==> src/cmp_regs.svh <==
`ifndef CMP_REGS_SVH
`define CMP_REGS_SVH

// ==========================================================================
// Register byte offsets on the AXI4-Lite slave
// ==========================================================================
`define OFS_SPECIAL_IO 8'h00
`define OFS_CTRL_STATUS 8'h04
`define OFS_IRQ_STATUS 8'h08
`define OFS_IRQ_MASK 8'h0c

// ==========================================================================
// Field positions in special_function_io
// ==========================================================================
`define SFIO_MUX_EN_BIT 3
`define SFIO_RSVD_BIT 4

// ==========================================================================
// Field positions in comparator_ctrl_status
// ==========================================================================
`define CS_POWER_OFF_BIT 7
`define CS_BANDGAP_BIT 6
`define CS_OUTPUT_BIT 5
`define CS_FLAG_BIT 4
`define CS_IRQ_EN_BIT 3
`define CS_CAPTURE_BIT 2
`define CS_MODE_HI_BIT 1
`define CS_MODE_LO_BIT 0

// ==========================================================================
// Field positions in irq status and irq mask
// ==========================================================================
`define IRQ_MATCH_BIT 0
`define IRQ_RISE_BIT 1
`define IRQ_FALL_BIT 2
`define IRQ_WIDTH 3

// ==========================================================================
// Reset values and interrupt mode codes
// ==========================================================================
`define RST_SPECIAL_IO 8'h00
`define RST_CTRL_BITS 8'h00
`define RST_IRQ_MASK 3'h0
`define MODE_TOGGLE 2'h0
`define MODE_RESERVED 2'h1
`define MODE_FALL 2'h2
`define MODE_RISE 2'h3

// ==========================================================================
// Bus response codes
// ==========================================================================
`define RESP_OKAY 2'h0
`define RESP_SLVERR 2'h2

`endif

==> src/cmp_pkg.sv <==
package cmp_pkg;

   // ========================================================================
   // Shared types
   // ========================================================================
   // Two-bit comparator interrupt mode field
   typedef logic [1:0] irq_mode_type;
   // Byte wide register image
   typedef logic [7:0] byte_type;
   // Event vector for the interrupt status and mask registers
   typedef logic [2:0] irq_vec_type;

endpackage : cmp_pkg

==> src/cmp_sync_edge.sv <==
`timescale 1ns/100ps

// ==========================================================================
// Two-stage synchroniser with edge detection on the settled level
// ==========================================================================
module cmp_sync_edge (
   input wire logic clk,
   input wire logic rst,
   input wire logic din,
   output logic level_q,
   output logic rise,
   output logic fall
);

   logic meta_q; // First stage, read only by the second stage
   logic prev_q; // Settled level one clock earlier

   // Synchroniser chain; the analog result is asynchronous to the clock
   always_ff @(posedge clk) begin
      if (rst) begin
         meta_q <= 1'b0;
         level_q <= 1'b0;
      end else begin
         meta_q <= din;
         level_q <= meta_q;
      end
   end

   // History register for edge detection
   always_ff @(posedge clk) begin
      if (rst) begin
         prev_q <= 1'b0;
      end else begin
         prev_q <= level_q;
      end
   end

   // Edges compare the settled level with its previous value
   assign rise = level_q & ~prev_q;
   assign fall = ~level_q & prev_q;

endmodule : cmp_sync_edge

==> src/cmp_ctrl.sv <==
`timescale 1ns/100ps
`include "cmp_regs.svh"

module cmp_ctrl #(
   parameter int ADDR_W = 8
) (
   input wire logic CORE_CLK,
   input wire logic SYS_RST,
   // AXI4-Lite write address channel
   input wire logic [ADDR_W-1:0] AWADDR,
   input wire logic AWVALID,
   output logic AWREADY,
   // AXI4-Lite write data channel
   input wire logic [31:0] WDATA,
   input wire logic [3:0] WSTRB,
   input wire logic WVALID,
   output logic WREADY,
   // AXI4-Lite write response channel
   output logic [1:0] BRESP,
   output logic BVALID,
   input wire logic BREADY,
   // AXI4-Lite read address channel
   input wire logic [ADDR_W-1:0] ARADDR,
   input wire logic ARVALID,
   output logic ARREADY,
   // AXI4-Lite read data channel
   output logic [31:0] RDATA,
   output logic [1:0] RRESP,
   output logic RVALID,
   input wire logic RREADY,
   // Analog comparator core
   input wire logic RAW_COMPARE,
   output logic POWER_OFF,
   output logic BANDGAP_SELECT,
   output logic NEG_MUX_ACTIVE,
   output logic [2:0] NEG_CHANNEL,
   // Converter state that steers the negative input
   input wire logic CONVERTER_ENABLE,
   input wire logic [2:0] CHANNEL_SELECT,
   // Processor interrupt interface
   input wire logic GLOBAL_IRQ_ENABLE,
   input wire logic IRQ_VECTOR_ACK,
   output logic CMP_IRQ_REQ,
   // Timer input capture front end
   output logic CAPTURE_ROUTE,
   output logic CAPTURE_INPUT,
   // Settled comparator level and summary interrupt
   output logic COMPARATOR_OUT,
   output logic IRQ
);

   // ========================================================================
   // Helper functions
   // ========================================================================

   // True when an address selects the given register word
   function automatic logic hits(input logic [ADDR_W-1:0] addr,
                                 input logic [7:0] ofs);
      logic [7:0] a8;
      a8 = 8'(addr);
      hits = (a8[7:2] == ofs[7:2]);
   endfunction : hits
   // True when any register word is selected
   function automatic logic mapped(input logic [ADDR_W-1:0] addr);
      mapped = hits(addr, `OFS_SPECIAL_IO) | hits(addr, `OFS_CTRL_STATUS) |
               hits(addr, `OFS_IRQ_STATUS) | hits(addr, `OFS_IRQ_MASK);
   endfunction : mapped
   // Decode the interrupt mode against the detected edges
   function automatic logic mode_match(input cmp_pkg::irq_mode_type mode,
                                       input logic rise,
                                       input logic fall);
      unique case (mode)
         `MODE_TOGGLE: mode_match = rise | fall;
         `MODE_RESERVED: mode_match = 1'b0;
         `MODE_FALL: mode_match = fall;
         `MODE_RISE: mode_match = rise;
      endcase
   endfunction : mode_match

   // ========================================================================
   // Register state
   // ========================================================================
   cmp_pkg::byte_type special_io_q; // Bit 3 mux enable, bit 4 reserved
   logic power_off_q; // Comparator power down
   logic bandgap_q; // Positive input from the bandgap
   logic flag_q; // Comparator interrupt flag
   logic irq_en_q; // Comparator interrupt enable
   logic capture_q; // Route to timer input capture
   cmp_pkg::irq_mode_type mode_q; // Interrupt mode select
   cmp_pkg::irq_vec_type irq_status_q; // Sticky events, cleared on read
   cmp_pkg::irq_vec_type irq_mask_q; // Enables for the summary line
   logic aw_held_q; // Write address captured
   logic [ADDR_W-1:0] aw_addr_q; // Captured write address
   logic w_held_q; // Write data captured
   logic [31:0] w_data_q; // Captured write data
   logic [3:0] w_strb_q; // Captured byte enables
   logic bvalid_q; // Write response pending
   logic [1:0] bresp_q; // Write response code
   logic rvalid_q; // Read data pending
   logic [31:0] rdata_q; // Read data word
   logic [1:0] rresp_q; // Read response code
   logic aw_take; // Write address handshake
   logic w_take; // Write data handshake
   logic wr_do; // Both halves present, write performed now
   logic lane0; // Low byte enabled on the performed write
   logic wr_ctrl; // Write to comparator_ctrl_status
   logic wr_special; // Write to special_function_io
   logic wr_mask; // Write to irq mask
   logic ar_take; // Read address handshake
   logic rd_status; // Read of irq status, clears it
   logic cmp_level; // Synchronised comparator result
   logic cmp_rise; // Rising edge of the settled result
   logic cmp_fall; // Falling edge of the settled result
   logic raw_gated; // Raw result forced low while powered off
   logic match; // Event matches the selected mode
   cmp_pkg::irq_vec_type events; // Event vector for status bits
   // Accept each channel only while no response is pending
   assign AWREADY = ~aw_held_q & ~bvalid_q;
   assign WREADY = ~w_held_q & ~bvalid_q;
   assign ARREADY = ~rvalid_q;
   assign aw_take = AWVALID & AWREADY;
   assign w_take = WVALID & WREADY;
   assign ar_take = ARVALID & ARREADY;
   // Writes complete one edge after both halves are held
   assign wr_do = aw_held_q & w_held_q & ~bvalid_q;
   assign lane0 = w_strb_q[0];
   assign wr_ctrl = wr_do & lane0 & hits(aw_addr_q, `OFS_CTRL_STATUS);
   assign wr_special = wr_do & lane0 & hits(aw_addr_q, `OFS_SPECIAL_IO);
   assign wr_mask = wr_do & lane0 & hits(aw_addr_q, `OFS_IRQ_MASK);
   assign rd_status = ar_take & hits(ARADDR, `OFS_IRQ_STATUS);
   assign BVALID = bvalid_q;
   assign BRESP = bresp_q;
   assign RVALID = rvalid_q;
   assign RDATA = rdata_q;
   assign RRESP = rresp_q;

   // ========================================================================
   // Write channel capture
   // ========================================================================
   // Address and data are taken in either order and held until used
   always_ff @(posedge CORE_CLK) begin
      if (SYS_RST) begin
         aw_held_q <= 1'b0;
         aw_addr_q <= '0;
      end else if (aw_take) begin
         aw_held_q <= 1'b1;
         aw_addr_q <= AWADDR;
      end else if (wr_do) begin
         aw_held_q <= 1'b0;
      end
   end
   // Data half of the write
   always_ff @(posedge CORE_CLK) begin
      if (SYS_RST) begin
         w_held_q <= 1'b0;
         w_data_q <= '0;
         w_strb_q <= '0;
      end else if (w_take) begin
         w_held_q <= 1'b1;
         w_data_q <= WDATA;
         w_strb_q <= WSTRB;
      end else if (wr_do) begin
         w_held_q <= 1'b0;
      end
   end
   // Write response; unmapped words answer with a slave error
   always_ff @(posedge CORE_CLK) begin
      if (SYS_RST) begin
         bvalid_q <= 1'b0;
         bresp_q <= `RESP_OKAY;
      end else if (wr_do) begin
         bvalid_q <= 1'b1;
         bresp_q <= mapped(aw_addr_q) ? `RESP_OKAY : `RESP_SLVERR;
      end else if (BREADY) begin
         bvalid_q <= 1'b0;
      end
   end

   // ========================================================================
   // Read channel
   // ========================================================================
   // Data are sampled at the address handshake, so a read of the status
   // word returns the events that its own clear removes
   always_ff @(posedge CORE_CLK) begin
      if (SYS_RST) begin
         rvalid_q <= 1'b0;
         rdata_q <= '0;
         rresp_q <= `RESP_OKAY;
      end else if (ar_take) begin
         rvalid_q <= 1'b1;
         rresp_q <= mapped(ARADDR) ? `RESP_OKAY : `RESP_SLVERR;
         if (hits(ARADDR, `OFS_SPECIAL_IO)) begin
            rdata_q <= {24'h000000, special_io_q};
         end else if (hits(ARADDR, `OFS_CTRL_STATUS)) begin
            rdata_q <= {24'h000000, power_off_q, bandgap_q, cmp_level,
                        flag_q, irq_en_q, capture_q, mode_q};
         end else if (hits(ARADDR, `OFS_IRQ_STATUS)) begin
            rdata_q <= {29'h00000000, irq_status_q};
         end else if (hits(ARADDR, `OFS_IRQ_MASK)) begin
            rdata_q <= {29'h00000000, irq_mask_q};
         end else begin
            // Unmapped words read as zero
            rdata_q <= '0;
         end
      end else if (RREADY) begin
         rvalid_q <= 1'b0;
      end
   end

   // ========================================================================
   // Special function register
   // ========================================================================
   // Only the mux enable is used here; the other bits are plain storage
   // owned by neighbouring blocks, and the reserved bit stays zero
   always_ff @(posedge CORE_CLK) begin
      if (SYS_RST) begin
         special_io_q <= `RST_SPECIAL_IO;
      end else if (wr_special) begin
         special_io_q <= w_data_q[7:0];
         special_io_q[`SFIO_RSVD_BIT] <= 1'b0;
      end
   end

   // ========================================================================
   // Comparator control bits
   // ========================================================================
   // Power down acts whenever written; changing it or the mode with the
   // interrupt enabled may raise an event, which software must avoid
   always_ff @(posedge CORE_CLK) begin
      if (SYS_RST) begin
         {power_off_q, bandgap_q} <= 2'h0;
         {irq_en_q, capture_q} <= 2'h0;
         mode_q <= `MODE_TOGGLE;
      end else if (wr_ctrl) begin
         power_off_q <= w_data_q[`CS_POWER_OFF_BIT];
         bandgap_q <= w_data_q[`CS_BANDGAP_BIT];
         irq_en_q <= w_data_q[`CS_IRQ_EN_BIT];
         capture_q <= w_data_q[`CS_CAPTURE_BIT];
         mode_q <= w_data_q[`CS_MODE_HI_BIT:`CS_MODE_LO_BIT];
      end
   end

   // ========================================================================
   // Analog selection outputs
   // ========================================================================
   // Registered so the analog muxes never see decode glitches
   always_ff @(posedge CORE_CLK) begin
      if (SYS_RST) begin
         POWER_OFF <= 1'b0;
         BANDGAP_SELECT <= 1'b0;
         NEG_MUX_ACTIVE <= 1'b0;
         NEG_CHANNEL <= 3'h0;
      end else begin
         POWER_OFF <= power_off_q;
         BANDGAP_SELECT <= bandgap_q;
         if (special_io_q[`SFIO_MUX_EN_BIT] & ~CONVERTER_ENABLE) begin
            // Converter channel replaces the negative pin
            NEG_MUX_ACTIVE <= 1'b1;
            NEG_CHANNEL <= CHANNEL_SELECT;
         end else begin
            // Dedicated negative pin, channel field ignored
            NEG_MUX_ACTIVE <= 1'b0;
            NEG_CHANNEL <= 3'h0;
         end
      end
   end

   // ========================================================================
   // Result synchronisation and edge detection
   // ========================================================================
   // A powered-down comparator reads low; the change may create an edge
   assign raw_gated = RAW_COMPARE & ~power_off_q;
   cmp_sync_edge sync_u (
      .clk(CORE_CLK),
      .rst(SYS_RST),
      .din(raw_gated),
      .level_q(cmp_level),
      .rise(cmp_rise),
      .fall(cmp_fall)
   );
   assign COMPARATOR_OUT = cmp_level;
   assign match = mode_match(mode_q, cmp_rise, cmp_fall);

   // ========================================================================
   // Comparator interrupt flag
   // ========================================================================
   // A matching event in the clearing cycle wins, so none is lost
   always_ff @(posedge CORE_CLK) begin
      if (SYS_RST) begin
         flag_q <= 1'b0;
      end else if (match) begin
         flag_q <= 1'b1;
      end else if (IRQ_VECTOR_ACK) begin
         flag_q <= 1'b0;
      end else if (wr_ctrl & w_data_q[`CS_FLAG_BIT]) begin
         flag_q <= 1'b0;
      end
   end
   // Request held while flag, local and global enables are all set
   always_ff @(posedge CORE_CLK) begin
      if (SYS_RST) begin
         CMP_IRQ_REQ <= 1'b0;
      end else begin
         CMP_IRQ_REQ <= flag_q & irq_en_q & GLOBAL_IRQ_ENABLE;
      end
   end

   // ========================================================================
   // Timer input capture route
   // ========================================================================
   // The timer's own noise canceler and edge select act on this level;
   // with the route off the capture input is held low
   always_ff @(posedge CORE_CLK) begin
      if (SYS_RST) begin
         CAPTURE_ROUTE <= 1'b0;
         CAPTURE_INPUT <= 1'b0;
      end else begin
         CAPTURE_ROUTE <= capture_q;
         CAPTURE_INPUT <= capture_q & cmp_level;
      end
   end

   // ========================================================================
   // Sticky status, mask and summary interrupt
   // ========================================================================
   assign events = {cmp_fall, cmp_rise, match};
   // Read clears; an event in the same cycle stays set
   always_ff @(posedge CORE_CLK) begin
      if (SYS_RST) begin
         irq_status_q <= '0;
      end else begin
         irq_status_q <= (rd_status ? '0 : irq_status_q) | events;
      end
   end
   // Mask register gates the summary line
   always_ff @(posedge CORE_CLK) begin
      if (SYS_RST) begin
         irq_mask_q <= `RST_IRQ_MASK;
      end else if (wr_mask) begin
         irq_mask_q <= w_data_q[`IRQ_WIDTH-1:0];
      end
   end
   // Level output, registered
   always_ff @(posedge CORE_CLK) begin
      if (SYS_RST) begin
         IRQ <= 1'b0;
      end else begin
         IRQ <= |(irq_status_q & irq_mask_q);
      end
   end
endmodule : cmp_ctrl

==> config.mk <==
export PLATFORM = sky130hd
export DESIGN_NAME = cmp_ctrl
export DESIGN_NICKNAME = d
export VERILOG_FILES = /design/src/cmp_pkg.sv /design/src/cmp_sync_edge.sv /design/src/cmp_ctrl.sv
export VERILOG_INCLUDE_DIRS = /design/src
export SDC_FILE = /design/constraint.sdc
export NUM_CORES = 1
export LEC_CHECK = 0
export BUFFER_PORTS_ARGS = -buffer_cell sky130_fd_sc_hd__buf_2
export CORE_MARGIN = 2
export CORE_UTILIZATION = 47
export DETAILED_ROUTE_END_ITERATION = 7
export GPL_ROUTABILITY_DRIVEN = 0
export PLACE_DENSITY = 0.8
export SETUP_SLACK_MARGIN = 0.4
export SLEW_MARGIN = 30
export SYNTH_ARGS = -nofsm -noshare
export SYNTH_HDL_FRONTEND = slang
export SYNTH_SLANG_ARGS = --single-unit
==> constraint.sdc <==
create_clock -name CORE_CLK -period 1.85 [get_ports CORE_CLK]
set_input_delay 0.0925 -clock CORE_CLK [delete_from_list [all_inputs] [get_ports CORE_CLK]]
set_output_delay 0.0925 -clock CORE_CLK [all_outputs]
set_load 0.02 [all_outputs]
==> qor.txt <==
Max Cap Violations -> 0
Clock Tree Buf Depth -> 2
Nets -> 432
TritonCTS clock tree -> done
clock skew -> 0.00839 ns
EDFF count, synth -> 0
Syn Area/Cell -> 9.60 um^2
Crit path max-delay family -> simple AND/OR/NAND/NOR gates
layout cells sized above 1 -> 0.280
Rows -> 27
Via density -> 4.98
CTS root buffer -> clkbuf_8
Syn Inst Count -> 279
pin count of the biggest net entering global routing -> 64
Final period util -> 0.811
post-synthesis cell type count -> 41
Ports -> 118
Reg2Reg Depth -> 4
Seq cells post-synth -> 62
gr usage total -> 0.189
list of most frequent post-synthesis cells -> 62 x dfxtp_1, 30 x nor2_1, 29 x mux2i_1, 26 x buf_4, 26 x nand2b_1
most frequent cell after synthesis -> dfxtp_1
post-DP HPWL -> 3780 um
CTS sink count -> 62
PD cells -> 881 nW/um^2
critical path peak fanout -> 6
H-tree Lvls -> 3
initial antenna violation count -> 0
Hold Crit Start -> AWADDR[7]
CP startpoint -> aw_addr_q[4]
initial core utilization -> 0.486
vias in the first global route -> 1996
area grow syn2layout -> 28.2%
WS Path Type -> reg2reg
buffers added on ports -> 60
sequential share of the synthesized area -> 0.463
cell taking the most area after synthesis -> dfxtp_1
final critical-path required period -> 1.50 ns
biggest cell delay along the critical path -> 0.59 ns
Ant. Diodes -> 0
Stages on worst setup path -> 4
area of the die -> 6320 um^2
number of remaining DRC errors -> 0
first-pass GRT wire length -> 9110 um
critical path's slowest cell -> or4_4
Vias -> 2192
Area contributors post-synth -> dfxtp_1 46%, mux2i_1 11%, buf_4 7.3%
DRT iter0 DRCs -> 212
routed len/inst -> 13.1 um
Pre-Repair DR Iteration Count -> 4
fin area -> 3430 um^2
Relative slew margins -> 0.616
total gr overflow -> 0
reg2reg end -> capture_q
Final WS setup -> 0.349 ns
CP Data Required Time -> 2.11 ns
Primary FF master, synth -> dfxtp_1
worst reg2reg startpoint -> aw_addr_q[4]
final setup fails -> 0
die height -> 79.5 um
Post-DP Area -> 2970 um^2
post-route antenna net violation count -> 0
R2R Setup Slk -> 0.35 ns
crit path capture -> capture_q
RSZ-0062 raised after global routing -> yes
final hold violations -> 0
share of the synthesized area in the top cell type -> 0.463
final wirelength -> 5740 um
Slew @ Worst Pin -> 0.575 ns
run status -> finished clean
yosys warns -> 0
Die X -> 79.5 um
static leakage -> 1.54 nW
Post-Syn Area -> 2680 um^2
Core ar. -> 5510 um^2
setup TNS -> 0 ns
clk_lat worst skew -> 0.34 ns
max-slew violations -> 0
Fmax -> 666 MHz
maximum vdd drop -> 0.552 mV
Hold Crit Class -> in2reg
DP Worst Slack -> 0.206 ns
Cell Chain, Critical Path -> or4_4, nor3_4, buf_4, mux2i_1
critical path startpoint category -> register
clk slew on worst S/H paths -> 0.07 ns
WP buf/inv -> 1
asr flop ratio synth -> 0
Setup crit end kind -> register
cts bufs inserted -> 9
Worst Path Arrival -> 1.76 ns
==> how the worst min path moves through the flow <==
stage	to	slack [ns]	cells past startpoint
global placement	NEG_MUX_ACTIVE	0.29	2
floorplan	NEG_MUX_ACTIVE	0.19	1
finish	aw_addr_q[7]	0.006	3
global route	aw_addr_q[7]	0.01	3
detailed placement	flag_q	0.29	2
CTS	aw_addr_q[7]	0.0001	3
==> flip-flops by register name, summed over array words and instances, names as in the netlist, 2 cells and up <==
name / flops
w_data_q: 8
special_io_q: 7
mode_q: 2
irq_mask_q: 3
RDATA: 8
NEG_CHANNEL: 3
aw_addr_q: 6
irq_status_q: 3
==> logic make-up (layout without fill, tap and decap cells) <==
kind of cell	count (synthesis)	in the layout	synth area share
buf+inv	52	116	0.111
fa+ha+maj	2	2	0.00934
compound gates	28	28	0.0733
flops	62	62	0.463
mux	31	31	0.125
simple gates	103	103	0.217
other cells	1	26	0.00140
==> power breakdown <==
part           switching [mW]  internal [mW]  total, mW
registers              0.0392           1.38       1.42
clock network           0.502          0.722       1.22
logic                   0.213          0.166      0.378
total                   0.754           2.27       3.02
==> worst min-delay path, stage by stage <==
cell and delay (ns):
buf_2 0.08, mux2i_1 0.06, nor2_1 0.08
==> metrics by stage <==
stage	utilization	std cells	power (mW)	hold slack [ns]
2_1_floorplan	-	304	1.72	0.192
6_report	0.623	440	3.02	0.00585
4_1_cts	0.617	438	3.03	0.000113
3_3_place_gp	0.540	401	1.76	0.291
5_1_grt	0.623	440	3.15	0.0145
3_5_place_dp	0.540	401	1.77	0.291
==> metal layers <==
| layer | track usage | wire [um] |
|---|---|---|
| met5 | 0 | 0 |
| met4 | 0.126 | 70 |
| met2 | 0.309 | 2850 |
| met1 | 0.224 | 2460 |
| met3 | 0.0385 | 359 |
==> placed cells by master (no fill, tap or decap), types with 2 or more instances in the layout <==
cell	netlist	final
dfxtp_1	62	60
buf_2	2	60
nor2_1	30	30
mux2i_1	29	29
nand2b_1	26	26
conb_1	1	26
dlygate4sd3_1	0	17
buf_4	26	13
clkbuf_8	0	12
a21oi_1	10	10
nand3_1	10	10
inv_1	10	9
nand4_1	5	5
nand2_1	5	5
nor2b_1	4	4
and2_1	4	4
nor3b_1	5	4
a311oi_1	4	4
nand3b_1	2	2
o31ai_1	2	2
and4b_1	2	2
o41ai_1	3	2
o22ai_1	2	2
mux4_2	2	2
==> final cells by class <==
type	instances	area, um^2
Fill cell	477	2070
Multi-Input combinational cell	190	1270
Clock inverter	3	42.5
Sequential cell	62	1250
Timing Repair Buffer	91	579
Clock buffer	12	165
Tap cell	72	90.1
Inverter	10	37.5
==> what timing repair did <==
| item | in CTS | in global routing |
|---|---|---|
| endpoints found under the hold margin | 17 | 0 |
| setup buffers | 5 | 2 |
| resized for setup | 3 | 5 |
| setup endpoints to repair | 10 | 13 |
| pin swaps | 2 | 5 |
| hold buffers | 17 | 0 |
Note: power is estimated with default switching activity, not from simulation.
